$ cat config.mk
export PLATFORM = sky130hd
export DESIGN_NAME = crt_core_end_flat
export DESIGN_NICKNAME = d
export VERILOG_FILES = /design/src/crt_pkg.sv /design/src/crt_if.sv /design/src/crt_core_end.sv /design/src/flat_wrapper.sv
export SDC_FILE = /design/constraint.sdc
export NUM_CORES = 1
export LEC_CHECK = 0
export ABC_AREA = 1
export CORE_MARGIN = 2
export CORE_UTILIZATION = 40
export CTS_CLUSTER_DIAMETER = 150
export DETAILED_ROUTE_END_ITERATION = 6
export DONT_BUFFER_PORTS = 1
export GPL_TIMING_DRIVEN = 0
export PLACE_DENSITY = 0.53
export SETUP_SLACK_MARGIN = 0.4
export SLEW_MARGIN = 20
export SYNTH_ARGS = -nofsm -noshare
export SYNTH_HDL_FRONTEND = slang
export SYNTH_SLANG_ARGS = --single-unit
$ cat constraint.sdc
create_clock -name sys_clk -period 3.62 [get_ports sys_clk]
set_clock_uncertainty 0.15 [all_clocks]
set_input_delay 0.181 -clock sys_clk [delete_from_list [all_inputs] [get_ports sys_clk]]
set_output_delay 0.181 -clock sys_clk [all_outputs]
set_load 0.02 [all_outputs]
$ cat src/crt_pkg.sv
// Package for the coprocessor register transfer port, both ends
// Function
// RULE1 - Single move from coprocessor: LAST, one cycle
// RULE2 - Coprocessor word sampled at cycle end
// RULE3 - Single move to coprocessor: data after cycle
// RULE4 - Store-timed write data, no data address
// RULE5 - Double from coprocessor: GO, LAST, two cycles
// RULE6 - Double to coprocessor: two words, two cycles
// RULE7 - WAIT busy-waits with idle requests, held address
// RULE8 - Transfers only in 32-bit instruction state
// RULE9 - Pass high, cancel low during transfer
// RULE10 - Coprocessor drives ABSENT when not handling
// RULE11 - No coprocessor accepts: undefined instruction
package crt_pkg;
   typedef enum logic [1:0] {
      CRT_ABSENT,
      CRT_WAIT,
      CRT_GO,
      CRT_LAST
   } crt_hs_type;
   typedef enum logic [1:0] {
      CRT_OP_FROM,
      CRT_OP_TO,
      CRT_OP_DFROM,
      CRT_OP_DTO
   } crt_op_type;
   // Memory request encodings {no_mem_request, sequential}
   localparam logic [1:0] CRT_REQ_N = 2'h0;
   localparam logic [1:0] CRT_REQ_S = 2'h1;
   localparam logic [1:0] CRT_REQ_I = 2'h2;
   localparam logic [1:0] CRT_REQ_C = 2'h3;
   localparam int CRT_DATA_W = 32;
   localparam int CRT_ADDR_W = 31;
   localparam logic [31:0] CRT_DATA_RST = 32'h0;
endpackage

$ cat src/crt_if.sv
// Interface joining core end and coprocessor end
`timescale 1ns/10ps
interface crt_if;
   import crt_pkg::*;
   crt_hs_type       decode_handshake;
   crt_hs_type       execute_handshake;
   logic             cp_instr_valid;
   crt_op_type       cp_op;
   logic             pass;
   logic             cancel_after_issue;
   logic [1:0]       data_req;
   logic [1:0]       instr_req;
   logic [31:0]      rdata;
   logic [31:0]      wdata;
   modport core (
      input  decode_handshake, execute_handshake, rdata,
      output cp_instr_valid, cp_op, pass, cancel_after_issue,
      output data_req, instr_req, wdata
   );
   modport coproc (
      output decode_handshake, execute_handshake, rdata,
      input  cp_instr_valid, cp_op, pass, cancel_after_issue,
      input  data_req, instr_req, wdata
   );
endinterface

$ cat src/crt_core_end.sv
// Core end: sequencing of coprocessor register transfers
`timescale 1ns/10ps
module crt_core_end (
   // Clock and reset
   input  wire logic              sys_clk,
   input  wire logic              sys_rst,
   // Link
   crt_if.core                    link,
   // Instruction issue
   input  wire logic              issue_valid,
   input  wire crt_pkg::crt_op_type issue_op,
   input  wire logic              wide_isa_state,
   input  wire logic              irq_pending,
   input  wire logic [31:0]       src_first,
   input  wire logic [31:0]       src_second,
   input  wire logic [30:0]       pc_addr,
   // Results
   output logic                   busy,
   output logic                   done_pulse,
   output logic                   undef_pulse,
   output logic                   abandon_pulse,
   output logic [31:0]            dest_first,
   output logic [31:0]            dest_second,
   output logic [30:0]            instruction_address,
   output logic                   data_addr_valid
);
   import crt_pkg::*;
   typedef enum {
      ST_IDLE,
      ST_DECODE,
      ST_WAIT,
      ST_XFER1,
      ST_XFER2,
      ST_DRAIN
   } crt_state_type;
   crt_state_type state;
   crt_state_type next_state;
   crt_op_type    op;
   logic          is_double;
   logic          is_to;
   logic          xfer;
   logic          second;
   crt_hs_type    hs;
   function automatic logic op_double(input crt_op_type o);
      op_double = (o == CRT_OP_DFROM) || (o == CRT_OP_DTO);
   endfunction
   function automatic logic op_to(input crt_op_type o);
      op_to = (o == CRT_OP_TO) || (o == CRT_OP_DTO);
   endfunction
   assign is_double = op_double(op);
   assign is_to = op_to(op);
   assign xfer = (state == ST_XFER1) || (state == ST_XFER2);
   assign hs = (state == ST_DECODE) ? link.decode_handshake
                                    : link.execute_handshake;
   ////////////////////////////////////////////////////////////////////
   // Next transfer state
   always_comb begin
      next_state = state;
      case (state)
         ST_IDLE: begin
            if (issue_valid && wide_isa_state) begin // RULE8
               next_state = ST_DECODE;
            end
         end
         ST_DECODE, ST_WAIT: begin
            case (hs)
               CRT_ABSENT: begin
                  // No coprocessor took it: leave for the undefined trap
                  next_state = ST_IDLE; // RULE11
               end
               CRT_WAIT: begin
                  // Busy-wait; a pending interrupt abandons the instruction
                  if (irq_pending) begin
                     next_state = ST_IDLE; // RULE7
                  end else begin
                     next_state = ST_WAIT; // RULE7
                  end
               end
               CRT_GO: begin
                  // GO only starts a double; a single keeps waiting for LAST
                  if (is_double) begin
                     next_state = ST_XFER1; // RULE5 RULE6
                  end else begin
                     next_state = ST_WAIT;
                  end
               end
               CRT_LAST: begin
                  // A single needs one coprocessor cycle only
                  if (is_double) begin
                     next_state = ST_XFER1;
                  end else begin
                     next_state = ST_XFER2; // RULE1 RULE3
                  end
               end
               default: begin
                  next_state = ST_IDLE;
               end
            endcase
         end
         ST_XFER1: next_state = ST_XFER2; // RULE5 RULE6
         ST_XFER2: next_state = ST_DRAIN;
         ST_DRAIN: next_state = ST_IDLE;
         default: next_state = ST_IDLE;
      endcase
   end
   always_ff @(posedge sys_clk) begin
      if (sys_rst) begin
         state <= ST_IDLE;
      end else begin
         state <= next_state;
      end
   end
   // Operation latched at issue, held for the whole transfer
   always_ff @(posedge sys_clk) begin
      if (sys_rst) begin
         op <= CRT_OP_FROM;
      end else if (state == ST_IDLE && issue_valid) begin
         op <= issue_op;
      end
   end
   // Address frozen while busy-waiting or transferring
   always_ff @(posedge sys_clk) begin
      if (sys_rst) begin
         instruction_address <= '0;
      end else if (state == ST_IDLE && issue_valid) begin
         instruction_address <= pc_addr; // RULE7
      end
   end
   ////////////////////////////////////////////////////////////////////
   assign link.cp_instr_valid = (state != ST_IDLE) && (state != ST_DRAIN);
   assign link.cp_op = op;
   assign link.pass = 1'b1; // RULE9
   assign link.cancel_after_issue = 1'b0; // RULE9
   // Coprocessor cycle flagged on the data request lines
   assign link.data_req = xfer ? CRT_REQ_C : CRT_REQ_I; // RULE1 RULE7
   assign link.instr_req = (state == ST_XFER2) ? CRT_REQ_S : CRT_REQ_I;
   assign data_addr_valid = 1'b0; // RULE4
   assign busy = (state != ST_IDLE);
   assign second = (state == ST_XFER2) && is_double;
   ////////////////////////////////////////////////////////////////////
   // Store-timed write data: drives the word of the previous cycle
   always_ff @(posedge sys_clk) begin
      if (sys_rst) begin
         link.wdata <= CRT_DATA_RST;
      end else if (xfer && is_to) begin
         link.wdata <= second ? src_second : src_first; // RULE3 RULE4 RULE6
      end
   end
   ////////////////////////////////////////////////////////////////////
   // Load-timed capture one cycle after the C cycle, since the
   // coprocessor registers its word out of that cycle
   logic cap_pending;
   logic cap_second;
   always_ff @(posedge sys_clk) begin
      if (sys_rst) begin
         cap_pending <= 1'b0;
      end else begin
         cap_pending <= xfer && !is_to;
      end
   end
   always_ff @(posedge sys_clk) begin
      if (sys_rst) begin
         cap_second <= 1'b0;
      end else begin
         cap_second <= second;
      end
   end
   always_ff @(posedge sys_clk) begin
      if (sys_rst) begin
         dest_first <= CRT_DATA_RST;
      end else if (cap_pending && !cap_second) begin
         dest_first <= link.rdata; // RULE1 RULE2 RULE5
      end
   end
   always_ff @(posedge sys_clk) begin
      if (sys_rst) begin
         dest_second <= CRT_DATA_RST;
      end else if (cap_pending && cap_second) begin
         dest_second <= link.rdata; // RULE5
      end
   end
   ////////////////////////////////////////////////////////////////////
   // Decode or busy-wait: the handshake decides what follows
   logic waiting;
   assign waiting = (state == ST_DECODE) || (state == ST_WAIT);
   // Completion one cycle after the drain state
   always_ff @(posedge sys_clk) begin
      if (sys_rst) begin
         done_pulse <= 1'b0;
      end else begin
         done_pulse <= (state == ST_DRAIN);
      end
   end
   // Nobody answered: software must emulate the instruction
   always_ff @(posedge sys_clk) begin
      if (sys_rst) begin
         undef_pulse <= 1'b0;
      end else begin
         undef_pulse <= waiting && hs == CRT_ABSENT; // RULE11
      end
   end
   // Abandon only from a busy-wait, never once data has moved
   always_ff @(posedge sys_clk) begin
      if (sys_rst) begin
         abandon_pulse <= 1'b0;
      end else begin
         abandon_pulse <= waiting && hs == CRT_WAIT && irq_pending; // RULE7
      end
   end
endmodule

$ cat src/flat_wrapper.sv
// flat-port wrapper written by rule: the top's interface ports become plain ports
module crt_core_end_flat import crt_pkg::*;
  (sys_clk, sys_rst, issue_valid, issue_op, wide_isa_state, irq_pending, src_first, src_second, pc_addr, busy, done_pulse, undef_pulse, abandon_pulse, dest_first, dest_second, instruction_address, data_addr_valid, link_decode_handshake, link_execute_handshake, link_rdata, link_cp_instr_valid, link_cp_op, link_pass, link_cancel_after_issue, link_data_req, link_instr_req, link_wdata);
  crt_if link_i ();
  input  wire logic sys_clk;
  input  wire logic sys_rst;
  input  wire logic issue_valid;
  input  wire crt_pkg::crt_op_type issue_op;
  input  wire logic wide_isa_state;
  input  wire logic irq_pending;
  input  wire logic [31:0] src_first;
  input  wire logic [31:0] src_second;
  input  wire logic [30:0] pc_addr;
  output logic busy;
  output logic done_pulse;
  output logic undef_pulse;
  output logic abandon_pulse;
  output logic [31:0] dest_first;
  output logic [31:0] dest_second;
  output logic [30:0] instruction_address;
  output logic data_addr_valid;
  input wire logic [$bits(link_i.decode_handshake)-1:0] link_decode_handshake;
  input wire logic [$bits(link_i.execute_handshake)-1:0] link_execute_handshake;
  input wire logic [$bits(link_i.rdata)-1:0] link_rdata;
  output wire logic [$bits(link_i.cp_instr_valid)-1:0] link_cp_instr_valid;
  output wire logic [$bits(link_i.cp_op)-1:0] link_cp_op;
  output wire logic [$bits(link_i.pass)-1:0] link_pass;
  output wire logic [$bits(link_i.cancel_after_issue)-1:0] link_cancel_after_issue;
  output wire logic [$bits(link_i.data_req)-1:0] link_data_req;
  output wire logic [$bits(link_i.instr_req)-1:0] link_instr_req;
  output wire logic [$bits(link_i.wdata)-1:0] link_wdata;
  assign link_i.decode_handshake = link_decode_handshake;
  assign link_i.execute_handshake = link_execute_handshake;
  assign link_i.rdata = link_rdata;
  assign link_cp_instr_valid = link_i.cp_instr_valid;
  assign link_cp_op = link_i.cp_op;
  assign link_pass = link_i.pass;
  assign link_cancel_after_issue = link_i.cancel_after_issue;
  assign link_data_req = link_i.data_req;
  assign link_instr_req = link_i.instr_req;
  assign link_wdata = link_i.wdata;
  crt_core_end u_core (.sys_clk(sys_clk), .sys_rst(sys_rst), .link(link_i), .issue_valid(issue_valid), .issue_op(issue_op), .wide_isa_state(wide_isa_state), .irq_pending(irq_pending), .src_first(src_first), .src_second(src_second), .pc_addr(pc_addr), .busy(busy), .done_pulse(done_pulse), .undef_pulse(undef_pulse), .abandon_pulse(abandon_pulse), .dest_first(dest_first), .dest_second(dest_second), .instruction_address(instruction_address), .data_addr_valid(data_addr_valid));
endmodule
==> summary.txt, run 1 <==
Outcome
  – Status: finished clean

Floorplan
  – Core box area: 13100 sq um
  – Vert. Die Dim: 119 um
  – Starting Density: 40.5%
  – Die W: 119 um
  – Num ports: 279
  – Die area: 14200 sq um
  – Site row count: 42

Global route
  – Antenna violations before repair: 0
  – Vias in the first global route: 5359
  – Grt ovf: 0
  – GRT Overall Usage: 23.1%
  – First-pass GRT wire length: 26400 um
  – Largest net degree at the start of global routing: 17

Power and ir drop
  – LEAKAGE: 3.10 nW
  – VDD IR-drop max: 302 uV
  – Power Dens Cells: 529 nW/um^2

Setup path
  – Worst path bufs/invs: 3
  – Critical Path RT: 3.81 ns
  – Crit path max-delay cell type: dlygate4sd3_1
  – Critical path class: flip-flop to flip-flop
  – R2r setup slk: 1.32 ns
  – WP data arrival: 2.49 ns
  – Critical path startpoint category: flip-flop
  – Critical path fanouts, max: 10
  – Cells along the critical path: nand3_1 -> buf_4 -> clkbuf_2 -> o21ai_0 -> dlygate4sd3_1 -> nand2_1 -> a21oi_1
  – CP Capture Type: flip-flop
  – CP top delay family: buffers and inverters
  – Reg-to-Reg Start: u_core.link.cp_op[1]$_SDFFE_PP0P_
  – Worst R2R Path Depth: 7
  – Slowest cell delay on critical path: 0.60 ns
  – FF-to-FF End: u_core.link.wdata[6]$_SDFFE_PP0P_

Yosys
  – Synth cell count leaders: nand2_1 (140), dfxtp_1 (137), nor2_1 (136)
  – Avg Inst Size Synth: 7.26 sq um
  – Synth unique cells: 18
  – Mapped Cells: 730
  – Share of the synthesized area in the top cell type: 51.7%
  – YS warnings: 0
  – Top cells by area, synth: dfxtp_1 (52%), nand2_1 (9.9%), nor2_1 (9.6%), o21ai_0 (9.2%), a21oi_1 (6.4%)
  – Synthesized cell area: 5300 sq um
  – Ys async rst share: 0%
  – Most common cell in the netlist: nand2_1
  – Post-synth top area cell: dfxtp_1
  – Synthesized flop and latch total: 137
  – Sequential area share after synthesis: 51.7%
  – Most used DFF post-synth: dfxtp_1
  – Number of synthesized flops with an enable pin: 0

Clocking
  – # Post-CTS Setup Buffers: 0
  – Sink Count: 137
  – CTS tree: done
  – H-tree depth: 4
  – Clock-pin slew on the worst setup and hold paths: 0.06 ns
  – CTS Buf Count: 17
  – CTS Root Cell: clkbuf_16
  – Clk buf depth: 2
  – Clk_lat worst skew: 0.41 ns

Drt
  – ANT nets after route: 0
  – Total number of vias: 5409
  – Via-to-Cell Ratio: 5.00
  – Initial DRC count: 267
  – Router iterations before antenna repair: 5
  – Post-DR wirelength/cell: 15.4 um
  – DRC: 0
  – DRT Wirelength: 16600 um

Placed design
  – DPL Wire Length: 11100 um
  – PortBufs: 0
  – Placed inst area: 5530 sq um
  – RD Place Congestion: 0.766

Layout
  – Nets: 1031
  – Layout area overhead: 42.2%
  – Area of the multi-input gates: 2130 sq um
  – Filler Cells Inserted: 1158
  – Inserted Diodes: 0
  – Storage cell area: 2740 sq um
  – Fin area: 7540 sq um
  – Layout cell share with drive strength beyond 1: 6.73%

Timing
  – Period utilization: 63.6%
  – RSZ-0062 raised after global routing: no
  – Setup TNS: 0 ns
  – Rel. slew slack: 64.9%
  – Worst-Margin Slew: 0.526 ns
  – Final hold vios: 0
  – Final setup viols: 0
  – Fin. max-slew vios: 0
  – Upper clock frequency limit: 435 MHz
  – Clock period minus worst slack: 2.30 ns

Job
  – Number of max-cap violations: 0

Worst hold path
  – Hold Path Sink: u_core.state[1]$_SDFFE_PP0P_
  – Worst Hold Class: primary input to flip-flop
  – Hold depth: 5
  – Hold_sp: link_decode_handshake[0]
==> registers in the layout, indices dropped and copies added, names as in the netlist <==
register / flops
u_core.dest_first: 32
u_core.dest_second: 32
u_core.link.cp_op: 2
u_core.state: 3
u_core.cap_pending: 1
u_core.link.wdata: 32
u_core.cap_second: 1
u_core.abandon_pulse: 1
u_core.undef_pulse: 1
u_core.instruction_address: 31
u_core.done_pulse: 1
==> report_power, final <==
group	total, W	leakage [nW]	internal [W]	switching, W
Sequential	0.00175	1.11	0.00159	0.000159
Combinational	0.000529	1.72	0.000233	0.000296
Clock	0.00171	0.277	0.00104	0.000667
==> how the worst max path moves through the flow <==
stage	slack, ns	end	from	depth (start not counted)
6_report	1.32	u_core.link.wdata[6]$_SDFFE_PP0P_	u_core.link.cp_op[1]$_SDFFE_PP0P_	7
5_1_grt	1.17	u_core.link.wdata[17]$_SDFFE_PP0P_	u_core.link.cp_op[1]$_SDFFE_PP0P_	7
4_1_cts	1.33	u_core.abandon_pulse$_SDFF_PP0_	u_core.state[2]$_SDFFE_PP0P_	8
3_5_place_dp	1.87	u_core.link.wdata[13]$_SDFFE_PP0P_	u_core.link.cp_op[1]$_SDFFE_PP0P_	6
3_3_place_gp	1.89	link_cp_instr_valid	u_core.state[0]$_SDFFE_PP0P_	7
2_1_floorplan	2.07	link_cp_instr_valid	u_core.state[0]$_SDFFE_PP0P_	7
==> cell usage in the layout, fill, tap and decap left out <==
cell type	count
nand2_2	1
nand2_1	140
inv_2	2
a21oi_1	68
nand4_1	4
nand3_1	38
clkbuf_2	2
dfxtp_1	137
clkinv_4	1
buf_4	9
bufinv_16	2
nor2_2	2
dlygate4sd3_1	142
nor2_4	1
inv_1	45
clkbuf_1	32
o21ai_0	98
clkinvlp_4	4
clkbuf_8	1
buf_2	13
conb_1	4
inv_6	4
clkinv_2	2
clkbuf_16	17
nor3_1	1
nor2_1	136
==> cell families (layout without fill, tap and decap cells) <==
group / Yosys count / in the layout / share of synthesized area [%]
buffers and inverters: 102 / 276 / 8.21
AND/OR/NAND/NOR: 323 / 323 / 24.3
other: 2 / 4 / 0.142
flip-flops: 137 / 137 / 51.7
AO/OA/AOI/OAI: 166 / 166 / 15.7
==> per-layer routing <==
metal	GRT usage [%]	share of wire (%)
met1	25.4	39
met2	39.8	49
met4	11.7	3.5
met3	7.66	8.8
met5	0	0
==> area by class of cell <==
type	instances	area share [%]
clock buffers	19	5.88
flip-flops and latches	137	36.4
clock inverters	13	1.91
multi-input cells	493	28.3
plain buffers	55	3.44
well taps	176	2.92
repair buffers	142	18.9
inverters	47	2.34
==> what timing repair did <==
action / in CTS / in global routing
hold endpoints to repair: 134 / 0
hold buffers: 142 / 0
gates resized for setup: 0 / 0
==> through the flow <==
stage	util (%)	total power [W]	hold WS, ns	std cells	setup WS (ns)
6_report	57.6	0.00399	0.0609	1082	1.32
5_1_grt	57.6	0.00416	0.0959	1082	1.17
4_1_cts	57.6	0.00401	0.0485	1082	1.33
3_5_place_dp	42.3	0.00216	0.171	908	1.87
3_3_place_gp	42.3	0.00215	0.168	908	1.89
2_1_floorplan	-	0.00206	0.159	732	2.07
==> worst register-to-register path: stages, from the launching register on <==
cell,delay [ns]
dfxtp_1,0.53
nand3_1,0.17
buf_4,0.20
clkbuf_2,0.17
o21ai_0,0.21
dlygate4sd3_1,0.60
nand2_1,0.07
a21oi_1,0.13
(Power assumes the default switching activity.)
==> run 2, diff against run 1 <==
--- a/config.mk
+++ b/config.mk
@@ -12,7 +12,7 @@
 export DETAILED_ROUTE_END_ITERATION = 6
 export DONT_BUFFER_PORTS = 1
 export GPL_TIMING_DRIVEN = 0
-export PLACE_DENSITY = 0.53
+export PLACE_DENSITY = 0.55
 export SETUP_SLACK_MARGIN = 0.4
 export SLEW_MARGIN = 20
 export SYNTH_ARGS = -nofsm -noshare
==> constraint.sdc (replaced) <==
create_clock -name sys_clk -period 2.1 [get_ports sys_clk]
set_clock_uncertainty 0.15 [all_clocks]
set_input_delay 0.105 -clock sys_clk [delete_from_list [all_inputs] [get_ports sys_clk]]
set_output_delay 0.105 -clock sys_clk [all_outputs]
set_load 0.02 [all_outputs]
==> summary.txt, run 2 (same netlist as run 1, synthesis figures left out) <==
Outcome
  – Status: finished clean

Power and ir drop
  – Power Dens Cells: 916 nW/um^2
  – LEAKAGE: 3.12 nW
  – Power, Total: 0.00697 W
  – VDD IR-drop max: 473 uV

Drt
  – Total number of vias: 5448
  – DRT Wirelength: 16600 um
  – Post-DR wirelength/cell: 15.4 um
  – Via-to-Cell Ratio: 5.05
  – Router iterations before antenna repair: 5
  – DRC: 0
  – Initial DRC count: 307
  – ANT nets after route: 0

Timing
  – Final setup viols: 0
  – Setup TNS: 0 ns
  – RSZ-0062 raised after global routing: yes
  – Worst-Margin Slew: 0.509 ns
  – Rel. slew slack: 66.1%
  – Final hold vios: 0
  – Period utilization: 82.8%
  – Fin. max-slew vios: 0
  – Clock period minus worst slack: 1.74 ns
  – Upper clock frequency limit: 575 MHz
  – Fin Hold WS: 0.120 ns

Layout
  – Layout area overhead: 43.4%
  – Layout cell share with drive strength beyond 1: 8.42%
  – Most frequent cells in the layout: nand2_1 (138), dlygate4sd3_1 (137), nor2_1 (134), dfxtp_1 (133), o21ai_0 (79)
  – Most common cell after layout, fill and taps aside: nand2_1
  – Top flop regs: u_core.dest_first (32), u_core.dest_second (32), u_core.link.wdata (32)
  – Inserted Diodes: 0
  – Nets: 1029

Floorplan
  – Num ports: 279
  – Vert. Die Dim: 119 um
  – Core box area: 13100 sq um
  – Site row count: 42
  – Starting Density: 40.5%
  – Die area: 14200 sq um
  – Die W: 119 um

Setup path
  – Critical Path RT: 1.85 ns
  – Critical path class: flip-flop to output pin
  – CP Capture Type: output pin
  – Critical path fanouts, max: 4
  – Critical path startpoint category: flip-flop
  – WP data arrival: 1.48 ns

Clocking
  – Sink Count: 137
  – CTS Root Cell: clkbuf_16
  – Clk buf depth: 2
  – H-tree depth: 4
  – Clock-pin slew on the worst setup and hold paths: 0.06 ns
  – CTS Buf Count: 17
  – Clk_lat worst skew: 0.41 ns
  – CTS tree: done

Worst hold path
  – Worst Hold Class: primary input to flip-flop

Job
  – Number of max-cap violations: 0

Placed design
  – RD Place Congestion: 0.813
  – PortBufs: 0
  – DPL Wire Length: 11100 um

Global route
  – Antenna violations before repair: 0
  – GRT Overall Usage: 23.5%
  – Vias in the first global route: 5471
  – Largest net degree at the start of global routing: 17
  – First-pass GRT wire length: 26500 um
  – Grt ovf: 0
[run 2: cell types whose count changed in the layout (fill, tap and decap cells not counted), moves of 5 or more]
cell | before | now
o21ai_0 | 98 | 79
o21ai_1 | 0 | 18
buf_6 | 0 | 8
buf_2 | 13 | 8
dlygate4sd3_1 | 142 | 137
[run 2: per-stage QoR]
stage,instance area [sq um],utilization [%],worst slack [ns],std cells
after floorplan,5310,-,0.631,732
after CTS,7540,57.6,0.308,1078
after detailed placement,5530,42.3,0.313,908
after global placement,5530,42.3,0.349,908
after global routing,7600,58.1,0.256,1079
final,7600,58.1,0.361,1079
[run 2: per-layer routing]
| layer | up-vias | track usage [%] | share of wire (%) |
|---|---|---|---|
| met3 | 87 | 8.91 | 8.8 |
| met5 | - | 0 | 0 |
| li1 | 2653 | - | - |
| met1 | 2426 | 25.5 | 38 |
| met2 | 282 | 38.8 | 47 |
| met4 | 0 | 14.7 | 5.4 |
[run 2: path summary, 6_finish.rpt]
check | startpoint | to | slack, ns | depth (start not counted)
hold reg to reg | u_core.link.wdata[18]$_SDFFE_PP0P_ | u_core.link.wdata[18]$_SDFFE_PP0P_ | 0.41 | 2
setup reg to reg | u_core.state[1]$_SDFFE_PP0P_ | u_core.link.wdata[15]$_SDFFE_PP0P_ | 0.46 | 9
hold / removal | sys_rst | u_core.instruction_address[30]$_SDFFE_PP0P_ | 0.12 | 3
setup / recovery | u_core.state[1]$_SDFFE_PP0P_ | link_cp_instr_valid | 0.36 | 7
[run 2: layout make-up]
cell class / instances / area, sq um
buffer: 55 / 305
clock buffer: 19 / 443
clock inverter: 12 / 151
fill: 1185 / 5480
inverter: 47 / 185
multi-input combinational: 493 / 2160
sequential: 137 / 2750
tap: 176 / 220
timing repair buffer: 140 / 1390
[run 2: critical path, cell delays in order, from the launching register on]
cell and delay [ns]:
dfxtp_2 0.34, nor2_4 0.15, inv_4 0.06, nor2_4 0.09, buf_6 0.11, clkinvlp_4 0.15, nand2_2 0.11, inv_2 0.06
[run 2: timing repair]
action | 4_1_cts | 5_1_grt
gates resized for setup | 10 | 48
hold endpoints to repair | 134 | 0
hold buffers | 137 | 0
buffers inserted | 2 | 1
endpoints found under the setup margin | 51 | 97
pin swaps | 1 | 5
[run 2: power by group]
group	internal [W]	switching, W
logic	0.000422	0.000533
clock network	0.00189	0.00110
registers	0.00275	0.000279
total	0.00506	0.00191
